==> src/hdl/sebsf_pkg.sv <==
// constants, states and variants of the serial eeprom bus slave front end
package sebsf_pkg;

  // system clock and derived timing
  localparam int CLK_FREQ_HZ          = 100_000_000;
  localparam int CLK_FREQ_MHZ         = CLK_FREQ_HZ / 1_000_000;
  // internal nonvolatile write cycle, longest time in ms
  localparam int WRITE_CYCLE_TIME_MS  = 10;
  // longest time rounds down
  localparam int WRITE_CYCLE_CYCLES   =
    WRITE_CYCLE_TIME_MS * (CLK_FREQ_HZ / 1000);
  // bus noise suppression time in ns, longest figure
  localparam int NOISE_TIME_NS        = 50;
  localparam int NOISE_CYCLES_RAW     = NOISE_TIME_NS * CLK_FREQ_MHZ / 1000;
  localparam int NOISE_CYCLES         =
    (NOISE_CYCLES_RAW < 1) ? 1 : NOISE_CYCLES_RAW;

  // byte framing
  localparam logic [3:0] BITS_PER_BYTE = 4'h8;
  localparam logic [3:0] TX_LAST_BIT   = 4'h7;

  // device address byte layout
  localparam logic [3:0] DEV_TYPE_CODE = 4'ha;
  localparam int         DEV_CODE_MSB  = 7;
  localparam int         DEV_CODE_LSB  = 4;
  localparam int         SEL2_POS      = 3;
  localparam int         SEL1_POS      = 2;
  localparam int         SEL0_POS      = 1;
  localparam int         RW_POS        = 0;

  // byte position inside a transaction
  localparam logic [1:0] BYTE_DEV      = 2'h0;
  localparam logic [1:0] BYTE_WORD     = 2'h1;
  localparam logic [1:0] BYTE_DATA     = 2'h2;

  // density variants
  typedef enum logic [1:0] {
    SEBSF_D1K = 2'h0,
    SEBSF_D2K = 2'h1,
    SEBSF_D4K = 2'h2,
    SEBSF_D8K = 2'h3
  } sebsf_density_t;

  // compare masks for the address-select bits {sel2, sel1, sel0}
  localparam logic [2:0] SEL_MASK_SMALL = 3'h7;
  localparam logic [2:0] SEL_MASK_4K    = 3'h6;
  localparam logic [2:0] SEL_MASK_8K    = 3'h4;

  // slave state machine
  typedef enum logic [5:0] {
    ST_IDLE = 6'h01,
    ST_RX   = 6'h02,
    ST_ACK  = 6'h04,
    ST_TX   = 6'h08,
    ST_MACK = 6'h10,
    ST_WAIT = 6'h20
  } sebsf_state_t;

endpackage : sebsf_pkg

==> src/hdl/sebsf_pin_filt.sv <==
// three-stage synchroniser with glitch filter for one pin
module sebsf_pin_filt #(
  parameter int   FILT_LEN = 5,
  parameter logic RST_VAL  = 1'b1
) (
  // clock and control
  input  wire logic clk_i,
  input  wire logic srst_i,
  input  wire logic ce_i,
  // pin and filtered level
  input  wire logic pin_i,
  output logic      level_o
);

  localparam int CW = $clog2(FILT_LEN + 1);

  logic          s1_q;
  logic          s2_q;
  logic          s3_q;
  logic [CW-1:0] cnt_q;

  always_ff @(posedge clk_i) begin
    if (srst_i) begin
      s1_q <= RST_VAL;
      s2_q <= RST_VAL;
      s3_q <= RST_VAL;
    end else if (ce_i) begin
      s1_q <= pin_i;
      s2_q <= s1_q;
      s3_q <= s2_q;
    end
  end

  // a new level must hold agreed for FILT_LEN cycles, so spikes vanish
  always_ff @(posedge clk_i) begin
    if (srst_i) begin
      cnt_q   <= '0;
      level_o <= RST_VAL;
    end else if (ce_i) begin
      if ((s2_q != s3_q) || (s3_q == level_o)) begin
        cnt_q <= '0;
      end else if (cnt_q == CW'(FILT_LEN - 1)) begin
        cnt_q   <= '0;
        level_o <= s3_q;
      end else begin
        cnt_q <= cnt_q + CW'(1);
      end
    end
  end

endmodule : sebsf_pin_filt

==> src/hdl/sebsf_wr_timer.sv <==
// internal write cycle timer, busy from launch for a fixed count
module sebsf_wr_timer #(
  parameter int WR_CYCLES = 1000
) (
  // clock and control
  input  wire logic clk_i,
  input  wire logic srst_i,
  input  wire logic ce_i,
  // launch pulse and busy level
  input  wire logic launch_i,
  output logic      busy_o
);

  localparam int CW = $clog2(WR_CYCLES + 1);

  logic [CW-1:0] cnt_q;

  // busy lasts exactly WR_CYCLES cycles, the whole longest write time
  always_ff @(posedge clk_i) begin
    if (srst_i) begin
      cnt_q  <= '0;
      busy_o <= 1'b0;
    end else if (ce_i) begin
      if (launch_i && !busy_o) begin
        cnt_q  <= CW'(WR_CYCLES - 1);
        busy_o <= 1'b1;
      end else if (busy_o) begin
        if (cnt_q == '0) begin
          busy_o <= 1'b0;
        end else begin
          cnt_q <= cnt_q - CW'(1);
        end
      end
    end
  end

endmodule : sebsf_wr_timer

==> src/hdl/sebsf_top.sv <==
// two-wire serial eeprom slave front end: framing, addressing, ack, write
module sebsf_top
  import sebsf_pkg::*;
#(
  parameter sebsf_density_t DENSITY   = SEBSF_D1K,
  parameter int             WR_CYCLES = WRITE_CYCLE_CYCLES,
  parameter int             FILT_LEN  = NOISE_CYCLES
) (
  // clock, reset, enable
  input  wire logic       clk_i,
  input  wire logic       srst_i,
  input  wire logic       ce_i,
  // two-wire bus
  input  wire logic       scl_i,
  input  wire logic       sda_i,
  output logic            sda_o,
  output logic            sda_oe_o,
  // straps and protection
  input  wire logic       addr_sel_0_i,
  input  wire logic       addr_sel_1_i,
  input  wire logic       addr_sel_2_i,
  input  wire logic       wp_i,
  // memory side, write path
  output logic [7:0]      word_addr_o,
  output logic [1:0]      page_o,
  output logic [7:0]      wr_data_o,
  output logic            wr_valid_o,
  output logic            wr_launch_o,
  output logic            busy_o,
  // memory side, read path
  output logic            rd_req_o,
  input  wire logic [7:0] rd_data_i
);

  localparam logic [2:0] SEL_MASK =
    (DENSITY == SEBSF_D4K) ? SEL_MASK_4K :
    (DENSITY == SEBSF_D8K) ? SEL_MASK_8K : SEL_MASK_SMALL;

  // filtered pin levels, and the raw strap bundle
  logic         scl_f;
  logic         sda_f;
  logic [3:0]   strap_f;
  logic [3:0]   strap_raw;

  // edge history and bus events
  logic         scl_q;
  logic         sda_q;
  logic         scl_rise;
  logic         scl_fall;
  logic         start_ev;
  logic         stop_ev;

  // transaction state
  sebsf_state_t state_q;
  logic [3:0]   bitcnt_q;
  logic [7:0]   shreg_q;
  logic [1:0]   byte_idx_q;
  logic         rw_q;
  logic         wr_any_q;
  logic         ack_q;
  logic [7:0]   tx_q;
  logic         mack_q;
  logic         rd_take;
  logic         addr_match;
  logic         wp_f;

  sebsf_pin_filt #(
    .FILT_LEN (FILT_LEN),
    .RST_VAL  (1'b1)
  ) u_scl_filt (
    .clk_i   (clk_i),
    .srst_i  (srst_i),
    .ce_i    (ce_i),
    .pin_i   (scl_i),
    .level_o (scl_f)
  );

  sebsf_pin_filt #(
    .FILT_LEN (FILT_LEN),
    .RST_VAL  (1'b1)
  ) u_sda_filt (
    .clk_i   (clk_i),
    .srst_i  (srst_i),
    .ce_i    (ce_i),
    .pin_i   (sda_i),
    .level_o (sda_f)
  );

  // straps and write protect are pins too, so they go through the filter
  assign strap_raw = {wp_i, addr_sel_2_i, addr_sel_1_i, addr_sel_0_i};

  for (genvar g = 0; g < 4; g++) begin : g_strap
    sebsf_pin_filt #(
      .FILT_LEN (FILT_LEN),
      .RST_VAL  (1'b0)
    ) u_strap_filt (
      .clk_i   (clk_i),
      .srst_i  (srst_i),
      .ce_i    (ce_i),
      .pin_i   (strap_raw[g]),
      .level_o (strap_f[g])
    );
  end

  assign wp_f = strap_f[3];

  sebsf_wr_timer #(
    .WR_CYCLES (WR_CYCLES)
  ) u_wr_timer (
    .clk_i    (clk_i),
    .srst_i   (srst_i),
    .ce_i     (ce_i),
    .launch_i (wr_launch_o),
    .busy_o   (busy_o)
  );

  always_ff @(posedge clk_i) begin
    if (srst_i) begin
      scl_q <= 1'b1;
      sda_q <= 1'b1;
    end else if (ce_i) begin
      scl_q <= scl_f;
      sda_q <= sda_f;
    end
  end

  assign scl_rise = ce_i & scl_f & ~scl_q;
  assign scl_fall = ce_i & ~scl_f & scl_q;
  assign start_ev = ce_i & scl_f & scl_q & sda_q & ~sda_f;
  assign stop_ev  = ce_i & scl_f & scl_q & ~sda_q & sda_f;

  // device code, then masked select bits against the straps
  assign addr_match =
    (shreg_q[DEV_CODE_MSB:DEV_CODE_LSB] == DEV_TYPE_CODE) &&
    ((({shreg_q[SEL2_POS], shreg_q[SEL1_POS], shreg_q[SEL0_POS]} ^
       strap_f[2:0]) & SEL_MASK) == 3'h0) &&
    !busy_o;

  // data is taken from the array at the fall that starts each read byte
  assign rd_take = scl_fall & !stop_ev & !start_ev &
    (((state_q == ST_ACK) && rw_q) || ((state_q == ST_MACK) && mack_q));
  assign rd_req_o = rd_take;

  // open drain: the output level is always low, only the enable moves
  assign sda_o    = 1'b0;
  assign sda_oe_o = ack_q | ((state_q == ST_TX) & ~tx_q[7]);

  // stop during a write with received data launches the nonvolatile cycle
  always_ff @(posedge clk_i) begin
    if (srst_i) begin
      wr_launch_o <= 1'b0;
    end else if (ce_i) begin
      wr_launch_o <= stop_ev && !rw_q && wr_any_q && !wp_f &&
        (byte_idx_q == BYTE_DATA) &&
        ((state_q == ST_RX) || (state_q == ST_ACK));
    end
  end

  // data bytes reach the array only while unprotected
  always_ff @(posedge clk_i) begin
    if (srst_i) begin
      wr_valid_o <= 1'b0;
      wr_data_o  <= 8'h00;
    end else if (ce_i) begin
      wr_valid_o <= 1'b0;
      if ((state_q == ST_RX) && scl_fall && !stop_ev && !start_ev &&
          (bitcnt_q == BITS_PER_BYTE) && (byte_idx_q == BYTE_DATA) &&
          !wp_f) begin
        wr_valid_o <= 1'b1;
        wr_data_o  <= shreg_q;
      end
    end
  end

  always_ff @(posedge clk_i) begin
    if (srst_i) begin
      state_q     <= ST_IDLE;
      bitcnt_q    <= 4'h0;
      shreg_q     <= 8'h00;
      byte_idx_q  <= BYTE_DEV;
      rw_q        <= 1'b0;
      wr_any_q    <= 1'b0;
      ack_q       <= 1'b0;
      tx_q        <= 8'hff;
      mack_q      <= 1'b0;
      word_addr_o <= 8'h00;
      page_o      <= 2'h0;
    end else if (ce_i) begin
      if (stop_ev) begin
        // read aborts, write ends intake; either way back to standby
        state_q  <= ST_IDLE;
        ack_q    <= 1'b0;
        wr_any_q <= 1'b0;
      end else if (start_ev) begin
        ack_q    <= 1'b0;
        wr_any_q <= 1'b0;
        if (busy_o) begin
          state_q <= ST_IDLE;
        end else begin
          state_q    <= ST_RX;
          bitcnt_q   <= 4'h0;
          byte_idx_q <= BYTE_DEV;
        end
      end else begin
        case (state_q)
          ST_IDLE: begin
            ack_q <= 1'b0;
          end
          ST_RX: begin
            if (scl_rise) begin
              shreg_q  <= {shreg_q[6:0], sda_f};
              bitcnt_q <= bitcnt_q + 4'h1;
            end else if (scl_fall && (bitcnt_q == BITS_PER_BYTE)) begin
              bitcnt_q <= 4'h0;
              if (byte_idx_q == BYTE_DEV) begin
                if (addr_match) begin
                  ack_q   <= 1'b1;
                  rw_q    <= shreg_q[RW_POS];
                  page_o  <= {shreg_q[SEL1_POS], shreg_q[SEL0_POS]};
                  state_q <= ST_ACK;
                end else begin
                  state_q <= ST_IDLE;
                end
              end else begin
                if (byte_idx_q == BYTE_WORD) begin
                  word_addr_o <= shreg_q;
                end else begin
                  wr_any_q <= wr_any_q | !wp_f;
                end
                ack_q   <= 1'b1;
                state_q <= ST_ACK;
              end
            end
          end
          ST_ACK: begin
            if (scl_fall) begin
              ack_q    <= 1'b0;
              bitcnt_q <= 4'h0;
              if (byte_idx_q != BYTE_DATA) begin
                byte_idx_q <= byte_idx_q + 2'h1;
              end
              if (rw_q) begin
                tx_q    <= rd_data_i;
                state_q <= ST_TX;
              end else begin
                state_q <= ST_RX;
              end
            end
          end
          ST_TX: begin
            if (scl_fall) begin
              if (bitcnt_q == TX_LAST_BIT) begin
                bitcnt_q <= 4'h0;
                tx_q     <= 8'hff;
                state_q  <= ST_MACK;
              end else begin
                bitcnt_q <= bitcnt_q + 4'h1;
                tx_q     <= {tx_q[6:0], 1'b1};
              end
            end
          end
          ST_MACK: begin
            if (scl_rise) begin
              mack_q <= ~sda_f;
            end else if (scl_fall) begin
              if (mack_q) begin
                tx_q    <= rd_data_i;
                state_q <= ST_TX;
              end else begin
                state_q <= ST_WAIT;
              end
            end
          end
          ST_WAIT: begin
            ack_q <= 1'b0;
          end
          default: begin
            state_q <= ST_IDLE;
            ack_q   <= 1'b0;
          end
        endcase
      end
    end
  end

endmodule : sebsf_top

==> config.mk <==
export PLATFORM = sky130hd
export DESIGN_NAME = sebsf_top
export DESIGN_NICKNAME = d
export VERILOG_FILES = /design/src/hdl/sebsf_pkg.sv /design/src/hdl/sebsf_pin_filt.sv /design/src/hdl/sebsf_wr_timer.sv /design/src/hdl/sebsf_top.sv
export SDC_FILE = /design/constraint.sdc
export NUM_CORES = 1
export LEC_CHECK = 0
export BUFFER_PORTS_ARGS = -buffer_cell sky130_fd_sc_hd__buf_4
export CAP_MARGIN = 20
export CORE_MARGIN = 2
export CORE_UTILIZATION = 45
export CTS_CLUSTER_SIZE = 24
export DETAILED_ROUTE_END_ITERATION = 16
export HOLD_SLACK_MARGIN = 0.12
export PLACE_DENSITY = 0.68
export SYNTH_ARGS = -nofsm -noshare
export SYNTH_HDL_FRONTEND = slang
export SYNTH_SLANG_ARGS = --single-unit
export TNS_END_PERCENT = 100
==> constraint.sdc <==
create_clock -name clk_i -period 5.9 [get_ports clk_i]
set_clock_uncertainty 0.2 [all_clocks]
set_input_delay 1.18 -clock clk_i [delete_from_list [all_inputs] [get_ports clk_i]]
set_output_delay 1.18 -clock clk_i [all_outputs]
set_load 0.02 [all_outputs]
## Word level (Yosys, flattened, before mapping)

Cells that the tools add are included.

| storage, ports and cells | value |
|---|---|
| flip-flop bits (word level) | 117 |
| bits of input ports | 17 |
| output and inout port bits | 24 |
| word-level logic and storage cells | 273 |

| cells by class | value |
|---|---|
| add/subtract/negate cells | 9 |
| eq/ne operators | 54 |
| muxes and demuxes | 70 |
| bitwise gates (word level) | 31 |
| reduce and logical (&&, ||, !) cells | 61 |

Operators with widths:

| operator | number |
|---|---|
| $mux 6 | 11 |
| $mux 20 | 3 |
| $mux 8 | 7 |
| $mux 3 | 13 |
| $mux 4 | 8 |
| $pmux 6 s5 | 1 |
| $pmux 8 s3 | 1 |
| $reduce_and 3->1 | 7 |
| $logic_not 20->1 | 1 |
| $ne 4x4->1 const B | 5 |
| $sub 20x1->20 const B | 1 |
| $add 3x1->3 const B | 6 |
| $eq 3x3->1 const B | 6 |
| $mux 1 | 18 |
| $reduce_and 6->1 | 3 |
| $logic_and 1x1->1 | 17 |
| $ne 2x2->1 const B | 8 |
| $reduce_and 8->1 | 2 |
| $not 1->1 | 15 |
| $and 1x1->1 | 13 |
| $mux 2 | 6 |
| $ne 3x3->1 const B | 4 |
| $ne 4x3->1 const B | 3 |
| $pmux 4 s3 | 1 |
| 33 further kinds | 65 |

## Longest topological paths before layout

Gate-level depths: netlist of the first run.

| depth | value |
|---|---|
| word-level depth | 11 |
| gate-level depth with buffers | 8 |
| mapped depth without buffers | 7 |

## Hierarchy

Synthesis of the first run repeated with hierarchy kept, for this count alone.

| unflattened totals | value |
|---|---|
| cells, all modules | 674 |
| area total of the unflattened synthesis | 6104.6 um^2 |

Modules (own cells, without submodules):

| module | times used | cells an instance | area an instance (um^2) | seq. area each (um^2) |
|---|---|---|---|---|
| sebsf_top | 1 | 326 | 2849.0 | 1081.0 |
| sebsf_pin_filt (g_strap[0].u_strap_filt ...) | 4 | 37 | 354.1 | 140.1 |
| sebsf_wr_timer | 1 | 128 | 1111.1 | 420.4 |
| sebsf_pin_filt (u_scl_filt ...) | 2 | 36 | 364.1 | 140.1 |

## Least setup slack after synthesis of the first run

OpenSTA, ideal clock, no wires.

| timing path | value |
|---|---|
| kind | input to output |
| start | input port ce_i |
| end | output port rd_req_o |
| arrival time | 1.920 ns |
| slack | 2.600 ns |
| stages | 3 |
| path buffers | 1 |
| cell sequence | buf_2 > nand3b_1 > nor2_1 |

| on the way | value |
|---|---|
| word-level cells in the longest chain between the ends | 8 |
| elaborated cells on any way between the ends | 13 |
| those cells by class | bitwise: 11; reduce/logical: 2 |

RTL lines:

| item | line | RTL |
|---|---|---|
| start: declaration | sebsf_top.sv:12 | `input wire logic ce_i,` |
| $and 1x1->1 (2 in a row) | sebsf_top.sv:129, sebsf_top.sv:130 |  |
| $and 1x1->1 (2 in a row) | sebsf_top.sv:130 | `assign stop_ev = ce_i & scl_f & scl_q & ~sda_q & sda_f;` |
| $logic_not 1->1 | sebsf_top.sv:140 | `assign rd_take = scl_fall & !stop_ev & !start_ev &` |
| $and 1x1->1 | sebsf_top.sv:140 |  |
| $and 1x1->1 (*) (2 in a row) | sebsf_top.sv:140 |  |
| end: declaration | sebsf_top.sv:31 | `output logic rd_req_o,` |

Every way passes the cells marked *; elsewhere a longest branch is shown, timed or not.

## Worst setup path in the final report of the first run

| timing path | value |
|---|---|
| start | register state_q[1] |
| end | output port sda_oe_o |

| on the way | value |
|---|---|
| word-level cells in the longest chain between the ends | 3 |

RTL lines:

| item | line | RTL |
|---|---|---|
| start: declaration | sebsf_top.sv:54 | `sebsf_state_t state_q;` |
| start signal: assignment | sebsf_top.sv:177 | `state_q <= ST_IDLE;` |
| start signal: assignment | sebsf_top.sv:191 | `state_q <= ST_IDLE;` |
| start signal: assignment | sebsf_top.sv:198 | `state_q <= ST_IDLE;` |
| $eq 6x4->1 | sebsf_top.sv:146 | `assign sda_oe_o = ack_q \| ((state_q == ST_TX) & ~tx_q[7]);` |
| $and 1x1->1 | sebsf_top.sv:146 |  |
| $or 1x1->1 | sebsf_top.sv:146 |  |
| end: declaration | sebsf_top.sv:17 | `output logic sda_oe_o,` |

Every way passes these cells.

==> results.cfg, run 1 <==
[run_status]
status = complete, no violations

[yosys]
syn_area_um2 = 5820
ys_seq_area_share_pct = 40.2
ys_ff_latch = 117
synthXorXnorAreaFrac_pct = 2.71
async_reset_ff_share_pct = 0
yosys.area.top_type = dfxtp_1
syn_area_per_cell_um2 = 8.70
synth_edf_count = 0
synth-main-ff-cell = dfxtp_1
yosysMostFrequentCell = dfxtp_1
synth_warnings = 0
synth_top_family_by_area = simple AND/OR/NAND/NOR gates
synth.area.top_cells = dfxtp_1, mux2i_1, nor2_1
synth_common_cells = dfxtp_1, nor2_1, mux2i_1, nand2_1
synth.distinct_cells = 65
synth_cells = 669
syn_nets = 705
synth.mux.area_fraction_pct = 9.18
synth_top_area_share_pct = 40.2
synthAdderAreaFrac_pct = 4.08
synth-compound-area-share_pct = 14.7
yosys.area_share.simple_pct = 24.2

[clocking]
post_cts_resize_count = 0
cts_made_buffers = 17
cts_tree = built
clk_pin_slew_worst_paths_ns = 0.05
htree_levels = 4
cts_max_path_buffers = 2
cts_hold_buffers = 0
cts_root_buffer = clkbuf_16
post_cts_buffers = 0
clk_latency_ns = 0.41
clock_sinks = 117

[floorplanning]
core_um2 = 12600
chipWidth_um = 118
ios = 41
die_y_um = 118
floorplan.initialDensity_pct = 46.1
die_area_um2 = 13900
placementRows = 41

[worst_setup_path]
critPathTopFamily = simple AND/OR/NAND/NOR gates
crit_fanout = 18
cp-start-kind = register
crit_buf_inv = 1
crit_type = register to primary output
end_kind = primary output
critical_path_arrival_ns = 2.62
slowest_delay_ns = 0.79
crit_chain = or4_1 > nor3_2 > a21o_1 > buf_4
worstPathRequired_ns = 4.52
slowest_stage = nor3_2

[placement]
hpwl_um = 8810
placed_cell_area_um2 = 6180
place.gp.congestion = 0.882
port_buffers = 39

[global_route]
grt_pass1_vias = 4559
grt_pass1_wl_um = 21600
grt_max_degree = 88
grt_overflow_total = 0
grt_use_total_pct = 19.1
antenna_found_initial = 0

[drt]
route.detailed.drc = 0
routed_wl_um = 13000
drtIter0Drc = 311
vias = 4882
viasPerCell = 5.57
antenna_left = 0
detail_route.wl_per_cell_um = 14.8
firstDrtPassIters = 6

[finish]
nFillCells = 1181
stdcell_area_um2 = 6760
n_antenna_cell = 0
nets = 727
drive_gt1_share_pct = 11.9
syn_to_final_growth_pct = 16.1

[timing]
tightest_slew_ns = 0.985
slew_headroom_pct = 34.0
hold_viol = 0
fmax_mhz = 250
slew_viol_final = 0
fin_crit_ns = 4.00
rsz0062_at_grt = false
setup_tns_ns = 0
finalSetupViolCount = 0
fin_crit_sh_pct = 67.8

[power]
p_leak_nw = 2.86
peakVddDrop_mv = 0.213
p_per_area_nw_per_um2 = 275

[hold_path]
min-delay-path-class = register to register

[run]
max_cap_violations = 0
-- placed cells by master, fill, tap and decap left out, drive strengths merged, types with 8 or more instances in the layout --
cell type / n
ha: 19
nor2: 110
nor3: 10
o31ai: 9
mux2i: 50
a31oi: 10
xnor2: 12
o21ai: 18
dfxtp: 117
and3b: 12
buf: 39
a21oi: 34
nand2b: 8
or4: 8
o211ai: 9
clkbuf: 22
nand2: 42
nand3: 15
inv: 36
nor3b: 19
-- logic make-up after synthesis --
family | Yosys count
AOI/OAI and AO/OA | 124
xor gates and xnor gates | 18
adders and majority gates | 19
buffers and inverters | 70
DFF | 117
muxes | 53
other | 1
and+or+nand+nor | 267
-- worst reg2reg max path, stage by stage (launching register included) --
cell and delay, ns:
dfxtp_1 0.50, nor4_4 0.44, nand3_1 0.54, a41oi_1 0.73
nand4_1 0.15, a31oi_1 0.18
-- where the power goes --
| part | internal, mW | leakage [nW] | total [mW] | switching, mW |
|---|---|---|---|---|
| Clock | 0.647 | 0.285 | 1.01 | 0.364 |
| Combinational | 0.0164 | 1.63 | 0.0466 | 0.0302 |
| Sequential | 0.796 | 0.945 | 0.800 | 0.00390 |
-- flip-flops by register name, indices dropped and copies added (netlist names), 6 cells and up --
register / cells
u_wr_timer.cnt_q: 20
tx_q: 8
wr_data_o: 8
state_q: 6
g_strap.u_strap_filt.cnt_q: 12
word_addr_o: 8
shreg_q: 8
-- per-layer routing --
| metal | wire [um] | vias to the layer above | GRT usage (%) |
|---|---|---|---|
| met5 | 0 | - | 0 |
| met4 | 172 | 0 | 6.33 |
| met3 | 512 | 16 | 5.62 |
| met2 | 6430 | 106 | 32.3 |
| met1 | 5850 | 2331 | 23.3 |
| li1 | - | 2429 | - |
-- final cells by class --
class | instances | area (um^2) | area share, %
Clock buffer | 22 | 464 | 6.87
Tap cell | 172 | 215 | 3.18
Clock inverter | 10 | 121 | 1.79
Multi-Input combinational cell | 482 | 3200 | 47.3
Sequential cell | 117 | 2340 | 34.6
Inverter | 34 | 128 | 1.89
Timing Repair Buffer | 39 | 293 | 4.33
-- metrics by stage --
stage	hold slack, ns	cells	util (%)	total power [mW]	setup slack (ns)
floorplan	0.237	669	-	0.848	2.60
global placement	0.251	844	48.9	0.861	2.06
detailed placement	0.262	844	48.9	0.863	1.98
CTS	0.273	876	53.6	1.88	1.87
global route	0.291	876	53.6	1.92	1.73
finish	0.270	876	53.6	1.86	1.90
-- final timing paths --
path / startpoint / cells past startpoint / slack [ns] / to
max: state_q[1] / 4 / 1.90 / sda_oe_o
min: tx_q[5] / 2 / 0.27 / tx_q[5]
max reg2reg: state_q[2] / 5 / 3.08 / bitcnt_q[2]
min reg2reg: tx_q[5] / 2 / 0.27 / tx_q[5]
No activity file was read; power rests on OpenSTA's default activity.
==> inputs of run 2 (changes only) <==
PLACE_DENSITY = 0.71   (was 0.68)
clock period = 3.21 ns   (was 5.9 ns; I/O delays follow)
==> results.cfg, run 2 (synthesized netlist as in run 1, its figures left out) <==
[global_route]
grt_pass1_vias = 4801
grt_max_degree = 66
grt_use_total_pct = 19.4
grt_overflow_total = 0
grt_pass1_wl_um = 22300
antenna_found_initial = 0

[finish]
drive_gt1_share_pct = 13.7
largest_register_ff_count = 20
top_register = u_wr_timer.cnt_q
n_antenna_cell = 0
mostFrequentLayoutCells = dfxtp_1, nor2_1, mux2i_1, buf_4, nand2_1
nFillCells = 1190
instances_no_fill = 887
final_common_cell = dfxtp_1
multi_input_area_um2 = 3200
top_regs = u_wr_timer.cnt_q x20, g_strap.u_strap_filt.cnt_q x12
ff_latch_area_um2 = 2340
syn_to_final_growth_pct = 17.4
nets = 738

[worst_setup_path]
end_kind = primary output
cp-start-kind = register
ff2ff_path_depth = 7
critPathTopFamily = simple AND/OR/NAND/NOR gates
worstPathRequired_ns = 2.37
worstReg2RegStart = u_wr_timer.cnt_q[0]
critical_path_arrival_ns = 2.14
crit_fanout = 15
crit_buf_inv = 1
slowest_stage = dfxtp_1
reg2reg_to = u_wr_timer.cnt_q[14]
crit_type = register to primary output
slowest_delay_ns = 0.48
r2r_slack_ns = 0.68
crit_chain = nor4_4 > and2_1 > a22oi_1 > nor2_1 > buf_4

[clocking]
clk_latency_ns = 0.42
post_cts_resize_count = 0
clk_pin_slew_worst_paths_ns = 0.06
htree_levels = 4
post_cts_buffers = 0
cts_root_buffer = clkbuf_16
clock_sinks = 117
cts_max_path_buffers = 2
cts_made_buffers = 17
cts_hold_buffers = 0
cts_tree = built

[timing]
worst_slack_ns = 0.225
holdWs_ns = 0.240
setup_tns_ns = 0
tightest_slew_ns = 0.635
fmax_mhz = 335
hold_viol = 0
fin_crit_sh_pct = 93.0
fin_crit_ns = 2.99
slew_headroom_pct = 56.6
finalSetupViolCount = 0
slew_viol_final = 0
rsz0062_at_grt = false

[floorplanning]
die_y_um = 118
placementRows = 41
floorplan.initialDensity_pct = 46.1
ios = 41
die_area_um2 = 13900
core_um2 = 12600
chipWidth_um = 118

[run_status]
status = complete, no violations

[drt]
route.detailed.drc = 0
antenna_left = 0
drtIter0Drc = 282
detail_route.wl_per_cell_um = 14.5
routed_wl_um = 12900
viasPerCell = 5.51
firstDrtPassIters = 4
vias = 4887

[power]
p_leak_nw = 2.91
peakVddDrop_mv = 0.407
p_per_area_nw_per_um2 = 493

[placement]
hpwl_um = 8980
port_buffers = 39
place_ws_ns = 0.603
post-place-cells = 855
place.gp.congestion = 0.917

[run]
max_cap_violations = 0

[hold_path]
holdCritStartpoint = scl_i
holdPathStages = 3
min-delay-path-class = input pin to register
hold_end = u_scl_filt.s1_q
==> run 2: per-layer routing <==
layer	track usage, %	vias up	share of wire [%]
met3	5.43	23	3.7
li1	-	2462	-
met5	0	-	0
met4	6.93	0	1.5
met2	31.8	95	48
met1	24.3	2307	47
==> run 2: worst max-delay path by stage <==
stage	startpoint	endpoint	cells past startpoint
after detailed placement	ce_i	wr_data_o[3]	6
after CTS	state_q[0]	rd_req_o	5
after floorplan	state_q[4]	sda_oe_o	6
after global placement	ce_i	byte_idx_q[1]	6
final	state_q[3]	rd_req_o	5
after global routing	state_q[3]	rd_req_o	5
==> run 2: worst register-to-register path: stages, from the launching register on <==
cell       delay (ns)
dfxtp_1          0.34
inv_1            0.09
ha_1             0.17
or4b_1           0.61
o41ai_4          0.53
a2111oi_0        0.21
xnor2_1          0.18
a21oi_1          0.08
==> run 2: metrics by stage <==
stage	utilization [%]	cell area [um^2]	power (mW)
after floorplan	-	5820	1.56
after global placement	49.6	6260	1.59
after global routing	54.2	6830	3.49
after detailed placement	49.6	6260	1.59
final	54.2	6830	3.37
after CTS	54.2	6830	3.41
==> run 2: layout make-up <==
cell class / count / share of cell area, %
Clock buffer: 19 / 6.63
Multi-Input combinational cell: 482 / 46.8
Tap cell: 172 / 3.15
Clock inverter: 13 / 1.79
Inverter: 34 / 1.87
Timing Repair Buffer: 50 / 5.49
Sequential cell: 117 / 34.3
==> run 2: where the power goes <==
| group | switching (mW) | internal, mW | total (mW) |
|---|---|---|---|
| Clock | 0.700 | 1.11 | 1.81 |
| Sequential | 0.00727 | 1.46 | 1.47 |
| Combinational | 0.0578 | 0.0340 | 0.0918 |
| Total | 0.765 | 2.61 | 3.37 |
==> inputs of run 3 (changes only) <==
ABC_AREA = 1   (was default)
PLACE_DENSITY = 0.75   (was 0.71)
==> results.cfg, run 3 <==
[drt]
route.detailed.drc = 0
routed_wl_um = 13600
viasPerCell = 5.08
vias = 5567
detail_route.wl_per_cell_um = 12.4
firstDrtPassIters = 6
drtIter0Drc = 324
antenna_left = 0

[clocking]
clk_pin_slew_worst_paths_ns = 0.05
post_cts_buffers = 0
cts_max_path_buffers = 2
cts_tree = built
cts_root_buffer = clkbuf_16
cts_made_buffers = 17
cts_hold_buffers = 0
clock_sinks = 117
post_cts_resize_count = 0
htree_levels = 4
clk_latency_ns = 0.41

[worst_setup_path]
critical_path_arrival_ns = 1.88
crit_fanout = 6
crit_type = register to primary output
worstPathRequired_ns = 2.37
worstReg2RegStart = state_q[1]
reg2reg_to = tx_q[5]
cp-start-kind = register
r2r_slack_ns = 0.84
end_kind = primary output
ff2ff_path_depth = 7

[timing]
fmax_mhz = 367
tightest_slew_ns = 0.753
fin_crit_ns = 2.72
setup_tns_ns = 0
fin_crit_sh_pct = 84.8
rsz0062_at_grt = false
finalSetupViolCount = 0
hold_viol = 0
slew_headroom_pct = 49.8
slew_viol_final = 0

[power]
power_frac_seq_pct = 39.9
total_power_mw = 3.78
peakVddDrop_mv = 0.419
p_per_area_nw_per_um2 = 533
p_int_mw = 2.96
p_leak_nw = 3.23
swShare_pct = 21.8
switchingPower_mw = 0.825
combinationalPowerShare_pct = 6.4
p_clk_share_pct = 53.7

[yosys]
synth_warnings = 0
syn_area_per_cell_um2 = 6.92
yosysMostFrequentCell = nand2_1
syn_nets = 909
synth_top_area_share_pct = 38.8
synth.area.top_cells = dfxtp_1, nand2_1, nor2_1
yosys.area.top_type = dfxtp_1
async_reset_ff_share_pct = 0
syn_area_um2 = 6040
synth-main-ff-cell = dfxtp_1
ys_ff_latch = 117
synth_edf_count = 0
synth_cells = 873
synth.distinct_cells = 44
synth_common_cells = nand2_1, nor2_1, dfxtp_1, inv_1, a21oi_1
ys_seq_area_share_pct = 38.8

[global_route]
grt_use_total_pct = 19.7
grt_overflow_total = 0
grt_max_degree = 69
antenna_found_initial = 0
grt_pass1_vias = 5117
grt_pass1_wl_um = 23100

[hold_path]
holdCritStartpoint = word_addr_o[7]
min-delay-path-class = register to register
hold_end = word_addr_o[7]
holdPathStages = 2

[finish]
nets = 943
syn_to_final_growth_pct = 17.3
largest_register_ff_count = 20
final_common_cell = nand2_1
top_register = u_wr_timer.cnt_q
mostFrequentLayoutCells = nand2_1, nor2_1, dfxtp_1, inv_1, a21oi_1
drive_gt1_share_pct = 11.8
top_regs = u_wr_timer.cnt_q x20, g_strap.u_strap_filt.cnt_q x12
n_antenna_cell = 0
utilization_pct = 53.8
nFillCells = 1281

[floorplanning]
chipWidth_um = 120
ios = 41
die_y_um = 120
die_area_um2 = 14400
core_um2 = 13200
floorplan.initialDensity_pct = 45.8
placementRows = 42

[placement]
hpwl_um = 9340
place.gp.congestion = 0.913
port_buffers = 39

[run]
max_cap_violations = 0

[run_status]
status = complete, no violations
[run 3: cell types whose count changed in the layout (fill, tap and decap cells not counted), moves of 12 or more]
cell,change
nand2_1,+152
and3b_1,-12
o21ai_0,+26
nor2_1,+16
inv_1,+63
nor3b_1,-18
a211oi_1,+16
nand3_1,+40
mux2i_1,-50
a21oi_1,+33
[run 3: layer usage]
metal  global-route usage [%]  vias to the layer above  share of wire [%]
met4                     6.84                        0                1.4
met5                        0                        -                  0
met3                     4.52                       19                4.3
met1                     25.6                     2506                 48
li1                         -                     2917                  -
met2                     32.3                      125                 46
[run 3: through the flow]
step                instance area, um^2  hold WS [ns]  setup WS [ns]  cells
floorplan                          6040         0.229           1.13    873
finish                             7090         0.241          0.488   1095
global route                       7090         0.252          0.346   1095
CTS                                7090         0.237          0.470   1095
detailed placement                 6450         0.234          0.765   1064
global placement                   6450         0.236          0.840   1064
[run 3: cells by family (layout without fill, tap and decap cells)]
| family | count (synthesis) | after routing | share of synthesized area [%] |
|---|---|---|---|
| compound gates | 158 | 158 | 15.1 |
| xor+xnor | 14 | 14 | 2.03 |
| fa+ha+maj | 19 | 19 | 3.93 |
| buf+inv | 131 | 177 | 8.80 |
| flops | 117 | 117 | 38.8 |
| other cells | 1 | 1 | 0.0621 |
| simple gates | 433 | 433 | 31.3 |
[run 3: worst max-delay path: stages, from the launching register on]
cell     delay (ns)
dfxtp_1        0.35
nor2_1         0.33
nand3_1        0.27
o22ai_1        0.22
nand2_1        0.11
inv_1          0.07
buf_4          0.13
[run 3: worst max path at each step]
| stage | end | cells after the start | start |
|---|---|---|---|
| global route | rd_req_o | 6 | state_q[1] |
| floorplan | rd_req_o | 5 | state_q[0] |
| CTS | rd_req_o | 6 | state_q[1] |
| global placement | tx_q[7] | 7 | ce_i |
| detailed placement | word_addr_o[4] | 8 | ce_i |
| finish | rd_req_o | 6 | state_q[1] |
[run 3: layout make-up]
type	count	area (um^2)	share of cell area [%]
multi-input cells	625	3170	44.7
flip-flops and latches	117	2340	33.0
clock buffers	23	498	7.02
inverters	102	385	5.43
repair buffers	44	330	4.66
well taps	176	220	3.11
clock inverters	8	145	2.05
[run 3: power by group through the flow]
stage	combinational (mW)	clock (mW)	sequential [mW]
after floorplan	0.178	0	1.53
after global placement	0.234	0	1.54
after detailed placement	0.236	0	1.54
after CTS	0.239	2.06	1.51
after global routing	0.273	2.14	1.51
final	0.241	2.03	1.51
